### src/admcr_pkg.sv
// Shared constants and types for the audio processor main control register bank
package admcr_pkg;

  // ----------------------------------------------------------------------
  // Serial control port
  // ----------------------------------------------------------------------
  // Seven-bit bus address; the write byte on the wire is this shifted left
  localparam logic [6:0] DEV_ADDR = 7'h34;

  // ----------------------------------------------------------------------
  // Register subaddresses and reset values
  // ----------------------------------------------------------------------
  localparam logic [7:0] MC1_OFS = 8'h01;
  localparam logic [7:0] CODEC_OFS = 8'h40;
  localparam logic [7:0] MC2_OFS = 8'h43;
  localparam logic [7:0] MC1_RST = 8'h88;
  localparam logic [7:0] CODEC_RST = 8'h0f;
  localparam logic [7:0] MC2_RST = 8'h82;
  // Writable bits; reserved bits are not stored and read as zero
  localparam logic [7:0] MC2_WMASK = 8'h82;
  localparam logic [7:0] CODEC_WMASK = 8'hcf;

  // ----------------------------------------------------------------------
  // Field positions
  // ----------------------------------------------------------------------
  localparam int MC1_FAST_BIT = 7;
  localparam int MC1_RATIO_BIT = 6;
  localparam int MC1_FMT_LSB = 4;
  localparam int MC1_LEN_LSB = 0;
  localparam int MC2_TONE_BIT = 7;
  localparam int MC2_BYP_BIT = 1;
  localparam int CODEC_MONO_BIT = 7;
  localparam int CODEC_SIDE_BIT = 6;
  localparam int CODEC_DEEMPH_LSB = 2;
  localparam int CODEC_SRC_BIT = 1;
  localparam int CODEC_PD_BIT = 0;

  // ----------------------------------------------------------------------
  // Field encodings
  // ----------------------------------------------------------------------
  localparam logic [1:0] FMT_LEFT = 2'h0;
  localparam logic [1:0] FMT_RIGHT = 2'h1;
  localparam logic [1:0] FMT_I2S = 2'h2;
  localparam logic [1:0] FMT_RSVD = 2'h3;
  localparam logic [1:0] DEEMPH_RSVD = 2'h3;
  localparam logic [4:0] LEN_16 = 5'h10;
  localparam logic [4:0] LEN_18 = 5'h12;
  localparam logic [4:0] LEN_20 = 5'h14;
  localparam logic [4:0] LEN_24 = 5'h18;

  // ----------------------------------------------------------------------
  // Serial port slave states
  // ----------------------------------------------------------------------
  typedef enum logic [3:0] {
    ST_IDLE,
    ST_ADDR,
    ST_RX,
    ST_ACK_PRE,
    ST_ACK_ON,
    ST_TX,
    ST_RACK_REL,
    ST_RACK_SMP,
    ST_RACK_NXT
  } admcr_slv_state_e;

endpackage

### src/admcr_i2c_slave.sv
// Byte-level two-wire serial slave feeding the control register bank
`timescale 1ns/1ps
module admcr_i2c_slave (
  input wire logic ref_clk_i,
  input wire logic rst_i,
  input wire logic scl_i,
  input wire logic sda_i,
  output logic sda_o,
  output logic sda_oe_o,
  input wire logic [7:0] rd_data_i,
  output logic wr_valid_o,
  output logic [7:0] wr_data_o,
  output logic wr_first_o
);

  typedef struct packed {
    logic [1:0] scl_sync;
    logic [1:0] sda_sync;
    logic scl_p;
    logic sda_p;
    admcr_pkg::admcr_slv_state_e st;
    logic [2:0] cnt;
    logic [7:0] sh;
    logic rw;
    logic first;
    logic oe;
    logic wr_v;
    logic [7:0] wr_d;
    logic wr_f;
  } admcr_slv_s;

  admcr_slv_s q;
  admcr_slv_s d;
  logic scl;
  logic sda;
  logic rise;
  logic fall;
  logic start;
  logic stop;

  // --------------------------------------------------------------------
  // Line conditions
  // --------------------------------------------------------------------
  // Only the second synchroniser stage is looked at
  assign scl = q.scl_sync[1];
  assign sda = q.sda_sync[1];
  assign rise = scl & ~q.scl_p;
  assign fall = ~scl & q.scl_p;
  assign start = scl & q.scl_p & q.sda_p & ~sda;
  assign stop = scl & q.scl_p & ~q.sda_p & sda;

  // --------------------------------------------------------------------
  // Next state
  // --------------------------------------------------------------------
  // Data is driven after the clock falls so it is stable through the high phase
  always_comb begin
    d = q;
    d.scl_sync = {q.scl_sync[0], scl_i};
    d.sda_sync = {q.sda_sync[0], sda_i};
    d.scl_p = scl;
    d.sda_p = sda;
    d.wr_v = 1'b0;
    if (start) begin
      d.st = admcr_pkg::ST_ADDR;
      d.cnt = 3'h0;
      d.oe = 1'b0;
    end else if (stop) begin
      d.st = admcr_pkg::ST_IDLE;
      d.oe = 1'b0;
    end else begin
      case (q.st)
        admcr_pkg::ST_ADDR, admcr_pkg::ST_RX: begin
          if (rise) begin
            d.sh = {q.sh[6:0], sda};
            d.cnt = q.cnt + 3'h1;
            if (q.cnt == 3'h7) begin
              if (q.st == admcr_pkg::ST_ADDR) begin
                if (q.sh[6:0] == admcr_pkg::DEV_ADDR) begin
                  d.rw = sda;
                  d.first = 1'b1;
                  d.st = admcr_pkg::ST_ACK_PRE;
                end else begin
                  d.st = admcr_pkg::ST_IDLE; // Not ours, stay off the bus
                end
              end else begin
                d.wr_v = 1'b1;
                d.wr_d = {q.sh[6:0], sda};
                d.wr_f = q.first;
                d.first = 1'b0;
                d.st = admcr_pkg::ST_ACK_PRE;
              end
            end
          end
        end
        admcr_pkg::ST_ACK_PRE: begin
          if (fall) begin
            d.oe = 1'b1;
            d.st = admcr_pkg::ST_ACK_ON;
          end
        end
        admcr_pkg::ST_ACK_ON: begin
          if (fall) begin
            d.cnt = 3'h0;
            if (q.rw) begin
              d.sh = rd_data_i;
              d.oe = ~rd_data_i[7];
              d.st = admcr_pkg::ST_TX;
            end else begin
              d.oe = 1'b0;
              d.st = admcr_pkg::ST_RX;
            end
          end
        end
        admcr_pkg::ST_TX: begin
          if (rise) begin
            d.cnt = q.cnt + 3'h1;
            if (q.cnt == 3'h7) begin
              d.st = admcr_pkg::ST_RACK_REL;
            end
          end else if (fall) begin
            d.sh = {q.sh[6:0], 1'b0};
            d.oe = ~q.sh[6];
          end
        end
        admcr_pkg::ST_RACK_REL: begin
          if (fall) begin
            d.oe = 1'b0;
            d.st = admcr_pkg::ST_RACK_SMP;
          end
        end
        admcr_pkg::ST_RACK_SMP: begin
          if (rise) begin
            d.st = sda ? admcr_pkg::ST_IDLE : admcr_pkg::ST_RACK_NXT;
          end
        end
        admcr_pkg::ST_RACK_NXT: begin
          if (fall) begin
            d.sh = rd_data_i;
            d.oe = ~rd_data_i[7];
            d.cnt = 3'h0;
            d.st = admcr_pkg::ST_TX;
          end
        end
        default: begin
          d.oe = 1'b0;
        end
      endcase
    end
  end

  // --------------------------------------------------------------------
  // State register
  // --------------------------------------------------------------------
  always_ff @(posedge ref_clk_i) begin
    if (rst_i) begin
      q <= '0;
    end else begin
      q <= d;
    end
  end

  assign sda_o = 1'b0; // Open drain: only ever pulls low
  assign sda_oe_o = q.oe;
  assign wr_valid_o = q.wr_v;
  assign wr_data_o = q.wr_d;
  assign wr_first_o = q.wr_f;

endmodule

### src/admcr_top.sv
// Main control and analog control register bank with its serial control port
`timescale 1ns/1ps
// Behaviour
// - Main control one bit 7 selects fast load; resets to one.
// - Bit 6 picks bit clock 32 or 64 fS; host keeps bit3=1, bit2=0.
// - Bits 5:4 audio format, bits 1:0 word length 16/18/20/24.
// - Main control two bit 7 selects downloaded bass and treble values.
// - Main control two bit 1 forces all equalizer filters to all-pass.
// - Main control two resets with bits 7 and 1 set; rest reserved.
// - Codec control bit 7 makes ADC output mono from B inputs.
// - In mono mode codec bit 6 picks B left (0) or B right (1).
// - Codec bits 3:2 de-emphasis: off, 48 kHz, 44.1 kHz, reserved.
// - Codec bit 1 selects A inputs when clear, B inputs when set.
// - Codec bit 0 set powers down the analog section.
// - Codec control resets to 0x0f: powered down, B inputs selected.
module admcr_top (
  input wire logic ref_clk_i,
  input wire logic rst_i,
  input wire logic scl_i,
  input wire logic sda_i,
  output logic sda_o,
  output logic sda_oe_o,
  output logic fast_load_o,
  output logic bitclk_ratio_o,
  output logic [1:0] serial_fmt_o,
  output logic [1:0] word_len_o,
  output logic [4:0] word_bits_o,
  output logic tone_source_sel_o,
  output logic eq_bypass_o,
  output logic adc_mono_enable_o,
  output logic mono_side_select_o,
  output logic mono_right_o,
  output logic [1:0] deemph_sel_o,
  output logic analog_source_sel_o,
  output logic analog_powerdown_o
);

  // --------------------------------------------------------------------
  // Register state
  // --------------------------------------------------------------------
  // All bank state lives in one packed struct so that reset and update
  // stay in one place; the serial slave keeps its own bit-level state.
  typedef struct packed {
    // Main control one, stored exactly as the host wrote it
    logic [7:0] mc1;
    // Codec input control; reserved bits 5:4 are never stored
    logic [7:0] codec;
    // Main control two; only bits 7 and 1 are stored
    logic [7:0] mc2;
    // Subaddress taken from the first byte after the bus address
    logic [7:0] sub;
    // Set once the single data byte of a transaction has landed
    logic wrote;
    // Decoded serial format; never shows the reserved code
    logic [1:0] fmt_eff;
    // Decoded de-emphasis; never shows the reserved code
    logic [1:0] deemph_eff;
  } admcr_regs_s;

  admcr_regs_s q;
  admcr_regs_s d;
  logic wr_valid;
  logic [7:0] wr_data;
  logic wr_first;
  logic [7:0] rd_data;

  // --------------------------------------------------------------------
  // Helpers
  // --------------------------------------------------------------------
  // Word length code to bit count
  function automatic logic [4:0] admcr_len_bits(input logic [1:0] code);
    logic [4:0] bits;
    case (code)
      2'h0: bits = admcr_pkg::LEN_16;
      2'h1: bits = admcr_pkg::LEN_18;
      2'h2: bits = admcr_pkg::LEN_20;
      default: bits = admcr_pkg::LEN_24;
    endcase
    return bits;
  endfunction

  // Read mux; unmapped subaddresses read as zero
  function automatic logic [7:0] admcr_read(input admcr_regs_s r);
    logic [7:0] v;
    case (r.sub)
      admcr_pkg::MC1_OFS: v = r.mc1;
      admcr_pkg::CODEC_OFS: v = r.codec;
      admcr_pkg::MC2_OFS: v = r.mc2;
      default: v = 8'h00;
    endcase
    return v;
  endfunction

  // --------------------------------------------------------------------
  // Serial control port
  // --------------------------------------------------------------------
  admcr_i2c_slave u_slave (
    .ref_clk_i(ref_clk_i),
    .rst_i(rst_i),
    .scl_i(scl_i),
    .sda_i(sda_i),
    .sda_o(sda_o),
    .sda_oe_o(sda_oe_o),
    .rd_data_i(rd_data),
    .wr_valid_o(wr_valid),
    .wr_data_o(wr_data),
    .wr_first_o(wr_first)
  );

  assign rd_data = admcr_read(q);

  // --------------------------------------------------------------------
  // Register update
  // --------------------------------------------------------------------
  // First byte after the address is the subaddress; one data byte follows
  // since every register here is one byte wide, further bytes are dropped
  // Trade-off: extra bytes are still acknowledged, so a host that streams a
  // longer block sees no error, but only the first data byte takes effect.
  // A read transaction also writes the subaddress, which is how the host
  // points the read mux before the repeated start.
  always_comb begin
    d = q;
    if (wr_valid) begin
      if (wr_first) begin
        d.sub = wr_data;
        d.wrote = 1'b0;
      end else if (!q.wrote) begin
        d.wrote = 1'b1;
        case (q.sub)
          admcr_pkg::MC1_OFS: begin
            // Stored as written; bits 3 and 2 are the host's to
            d.mc1 = wr_data;
            // A reserved format code keeps the last valid one
            if (wr_data[admcr_pkg::MC1_FMT_LSB +: 2] != admcr_pkg::FMT_RSVD) begin
              d.fmt_eff = wr_data[admcr_pkg::MC1_FMT_LSB +: 2];
            end
          end
          admcr_pkg::CODEC_OFS: begin
            d.codec = wr_data & admcr_pkg::CODEC_WMASK;
            if (wr_data[admcr_pkg::CODEC_DEEMPH_LSB +: 2] != admcr_pkg::DEEMPH_RSVD) begin
              d.deemph_eff = wr_data[admcr_pkg::CODEC_DEEMPH_LSB +: 2];
            end
          end
          admcr_pkg::MC2_OFS: begin
            d.mc2 = wr_data & admcr_pkg::MC2_WMASK;
          end
          default: begin
            d.wrote = 1'b1; // Unmapped: write is ignored
          end
        endcase
      end
    end
  end

  // --------------------------------------------------------------------
  // State register
  // --------------------------------------------------------------------
  // Reset value of the decoded de-emphasis is reserved, so it falls back to off
  // Reset is synchronous; the stored registers still read back their raw
  // reset values so the host sees what it would expect after power-up.
  always_ff @(posedge ref_clk_i) begin
    if (rst_i) begin
      q.mc1 <= admcr_pkg::MC1_RST;
      q.codec <= admcr_pkg::CODEC_RST;
      q.mc2 <= admcr_pkg::MC2_RST;
      q.sub <= 8'h00;
      q.wrote <= 1'b0;
      q.fmt_eff <= admcr_pkg::MC1_RST[admcr_pkg::MC1_FMT_LSB +: 2];
      q.deemph_eff <= 2'h0;
    end else begin
      q <= d;
    end
  end

  // --------------------------------------------------------------------
  // Field outputs
  // --------------------------------------------------------------------
  // Every field is taken or decoded only from flops, so the datapath never sees a
  // glitch while a byte is being shifted in; a field only moves one clock
  // after the last data bit of its byte has been taken.
  // Limitation: the host must keep main control one bits 3 and 2 at their
  // required levels; they are not forced here.
  assign fast_load_o = q.mc1[admcr_pkg::MC1_FAST_BIT];
  assign bitclk_ratio_o = q.mc1[admcr_pkg::MC1_RATIO_BIT];
  assign serial_fmt_o = q.fmt_eff;
  assign word_len_o = q.mc1[admcr_pkg::MC1_LEN_LSB +: 2];
  assign word_bits_o = admcr_len_bits(q.mc1[admcr_pkg::MC1_LEN_LSB +: 2]);
  assign tone_source_sel_o = q.mc2[admcr_pkg::MC2_TONE_BIT];
  assign eq_bypass_o = q.mc2[admcr_pkg::MC2_BYP_BIT];
  assign adc_mono_enable_o = q.codec[admcr_pkg::CODEC_MONO_BIT];
  assign mono_side_select_o = q.codec[admcr_pkg::CODEC_SIDE_BIT];
  // Side only matters in mono mode
  assign mono_right_o = q.codec[admcr_pkg::CODEC_MONO_BIT] &
                        q.codec[admcr_pkg::CODEC_SIDE_BIT];
  assign deemph_sel_o = q.deemph_eff;
  assign analog_source_sel_o = q.codec[admcr_pkg::CODEC_SRC_BIT];
  assign analog_powerdown_o = q.codec[admcr_pkg::CODEC_PD_BIT];

endmodule

### config.mk
export PLATFORM = sky130hd
export DESIGN_NAME = admcr_top
export DESIGN_NICKNAME = d
export VERILOG_FILES = /design/src/admcr_pkg.sv /design/src/admcr_i2c_slave.sv /design/src/admcr_top.sv
export SDC_FILE = /design/constraint.sdc
export NUM_CORES = 1
export LEC_CHECK = 0
export ABC_CLOCK_PERIOD_IN_PS = 2000
export BUFFER_PORTS_ARGS = -buffer_cell sky130_fd_sc_hd__buf_2
export CORE_ASPECT_RATIO = 1.25
export CORE_MARGIN = 4
export CORE_UTILIZATION = 45
export CTS_CLUSTER_DIAMETER = 60
export CTS_CLUSTER_SIZE = 8
export DETAILED_ROUTE_END_ITERATION = 16
export PLACE_DENSITY = 0.61
export SLEW_MARGIN = 10
export SYNTH_ARGS = -nofsm -noshare
export SYNTH_HDL_FRONTEND = slang
export SYNTH_SLANG_ARGS = --single-unit
### constraint.sdc
create_clock -name ref_clk_i -period 2 [get_ports ref_clk_i]
set_input_delay 0.4 -clock ref_clk_i [delete_from_list [all_inputs] [get_ports ref_clk_i]]
set_output_delay 0.4 -clock ref_clk_i [all_outputs]
set_load 0.005 [all_outputs]
==> impl_metrics.yaml <==
sta:
  slew_headroom_pct: 60.43
  finalClockSkew_ns: 0.007268
  min_period_ns: 1.905
  setup_ws_ns: 0.09479
  fmax_ghz: 0.5249
  fin_tns_setup_ns: 0
  drv_slew: 0
  final_hold_viol_count: 0
  tightest_slew_ns: 0.5873
  rsz0062_at_grt: "true"
  worst_hold_slack_ns: 0.2681
  setup_viol: 0
  post-route-period-util_pct: 95.26
route:
  ant_nets: 0
  num_vias: 2668
  drc_errors: 0
  wirelength_um: 7525
  wl_per_cell_um: 15.71
  drt-initial-drc-count: 115
  vias_per_cell: 5.570
  dr.pass1.iters: 4
setup_path:
  crit_top_cell: "ha_1"
  cp_num_buf_inv: 0
  startpoint_type: "flop"
  crit_path_end_kind: "flop"
  crit_arrival_ns: 2.11
  cp_top_family: "simple AND/OR/NAND/NOR gates"
  crit_chain: "ha_1 > ha_1 > nand3b_1 > or4b_2 > mux2i_1 > nor2_1"
  worst-endpoint-required_ns: 2.21
  cpPeakStageDelay_ns: 0.72
  worstPathMaxFanout: 3
  critPathKind: "flop to flop"
  cp_slowest_cell: "or4b_2"
placed_design:
  dp_hpwl_um: 5322
  globalplace.congestion: 0.8638
  placed_area_um2: 3342
  dp.cells: 462
  io_buffers: 22
  dp_slack_ns: 0.07163
clock_tree:
  cts_tree: "yes"
  numCtsBuffers: 9
  cts_buffer_depth: 2
  holdBufCountCts: 0
  cts_root_buffer: "clkbuf_8"
  clk_latency_ns: 0.34
  cts_sinks: 62
  clk_pin_slew_worst_paths_ns: 0.07
  h-tree-depth: 3
power_and_ir_drop:
  ir_drop_v: 0.0004523
  power_density_nw_per_um2: 733.3
  p_leak_nw: 1.447
yosys:
  synthesis.area_um2: 3103
  async_flop_share_pct: 0
  synth_seq_cells: 62
  syn_avg_cell_area_um2: 8.619
  netlist_instances: 360
  synth_edf_count: 0
  yosysWarnings: 0
  synth-main-ff-cell: "dfxtp_1"
  yosysUniqueCellTypes: 61
  seq_area_frac_synth_pct: 40.00
floorplan:
  fp.dieArea_um2: 8296
  io_pins: 26
  die_height_um: 100.8
  rows: 33
  initial_core_util_pct: 46.68
  die_x_um: 82.27
  core_um2: 6648
finish:
  syn_to_final_growth_pct: 13.99
  layout_common_cells: "dfxtp_1 (59), nor2_1 (43), nand2_1 (35)"
  final_common_cell: "dfxtp_1"
  nFillCells: 634
  finalNetCount: 394
  n_antenna_cell: 0
  regArea_um2: 1245
  multi_input_area_um2: 1667
  fin_area_um2: 3537
  drive_gt1_share_pct: 20.15
  instances_no_fill: 479
worst_hold_path:
  min_path_type: "primary input to flop"
global_routing:
  grt_max_degree: 47
  grt_usage_pct: 19.64
  use_met2_pct: 32.90
  antenna_found_initial: 0
  grt_pass1_wl_um: 12420
  busiest_layer: "met2"
  use_met1_pct: 23.94
  use_met3_pct: 4.562
  grt.overflow.total: 0
  grt_pass1_vias: 2588
status:
  outcome: "completed"
run:
  cap_violations: 0
-- what timing repair did --
| action | in CTS | in global routing |
|---|---|---|
| buffers inserted | 0 | 1 |
| endpoints found under the setup margin | 0 | 9 |
| resized for setup | 0 | 9 |
-- final cells by class --
cell class / count / share of cell area (%)
multi-input cells: 257 / 47.12
repair buffers: 49 / 9.445
flip-flops and latches: 62 / 35.20
clock buffers: 13 / 3.926
inverters: 9 / 0.9551
clock inverters: 2 / 0.2830
well taps: 87 / 3.077
-- through the flow --
stage	power, mW	utilization (%)
3_5_place_dp	1.704	50.27
3_3_place_gp	1.704	50.27
6_report	2.594	53.21
2_1_floorplan	1.591	-
4_1_cts	2.595	52.51
5_1_grt	2.722	53.21
-- kinds of logic (layout without fill, tap and decap cells) --
| kind of cell | after synthesis | after routing | share of synthesized area (%) |
|---|---|---|---|
| AND/OR/NAND/NOR | 147 | 147 | 24.60 |
| XOR/XNOR | 3 | 3 | 0.8469 |
| flip-flops | 62 | 62 | 40.00 |
| adder cells (fa/ha/maj) | 2 | 2 | 0.8063 |
| other | 2 | 3 | 0.2420 |
| AO/OA/AOI/OAI | 75 | 75 | 17.78 |
| multiplexers | 27 | 27 | 8.710 |
| buffers and inverters | 42 | 73 | 7.016 |
-- per-layer routing --
layer  share of wire (%)  up-vias
met2                  50       55
met1                  45     1281
met5                   0        -
met4                 1.9        0
met3                 3.2       14
li1                    -     1318
-- synthesized netlist by cell type, types with 3 or more instances --
library cell,number,area (um2)
o21ai_0,13,65.06
a22o_1,5,43.79
nand2_1,35,131.4
nor3_1,7,35.03
inv_1,8,30.03
nand4b_1,3,26.28
nand2b_1,6,37.54
mux2i_1,27,270.3
or4_1,3,22.52
a211oi_1,5,37.54
a21oi_1,14,70.07
nor2_1,43,161.4
buf_4,11,82.58
clkbuf_1,12,45.04
and2_1,4,25.02
nand3_1,11,55.05
nor4_1,3,18.77
o211ai_1,4,30.03
a22oi_1,5,37.54
nor3b_1,3,22.52
dfxtp_1,62,1241
buf_2,9,45.04
nor2b_1,13,81.33
-- worst paths after layout --
check / from / to / slack (ns) / depth (start not counted)
min: sda_i / u_slave.d[31]$_SDFF_PP0_ / 0.27 / 2
max: u_slave.q[21]$_SDFFE_PP0P_ / u_slave.q[12]$_SDFFE_PP0P_ / 0.09 / 6
max reg2reg: u_slave.q[21]$_SDFFE_PP0P_ / u_slave.q[12]$_SDFFE_PP0P_ / 0.09 / 6
min reg2reg: u_slave.d[31]$_SDFF_PP0_ / u_slave.d[28]$_SDFF_PP0_ / 0.44 / 1
-- registers in the layout, summed over array words and instances, names as in the netlist --
register             count
adc_mono_enable_o        1
analog_powerdown_o       1
analog_source_sel_o      1
bitclk_ratio_o           1
deemph_sel_o             2
eq_bypass_o              1
fast_load_o              1
mono_side_select_o       1
q                       15
serial_fmt_o             2
tone_source_sel_o        1
u_slave.d                4
u_slave.q               18
u_slave.sda_oe_o         1
u_slave.wr_data_o        8
u_slave.wr_first_o       1
u_slave.wr_valid_o       1
word_len_o               2
-- report_power, final --
group	internal [mW]	switching, mW
Sequential	1.27	0.0525
Clock	0.440	0.458
Combinational	0.186	0.190
Power figures use the tool's default switching activity.
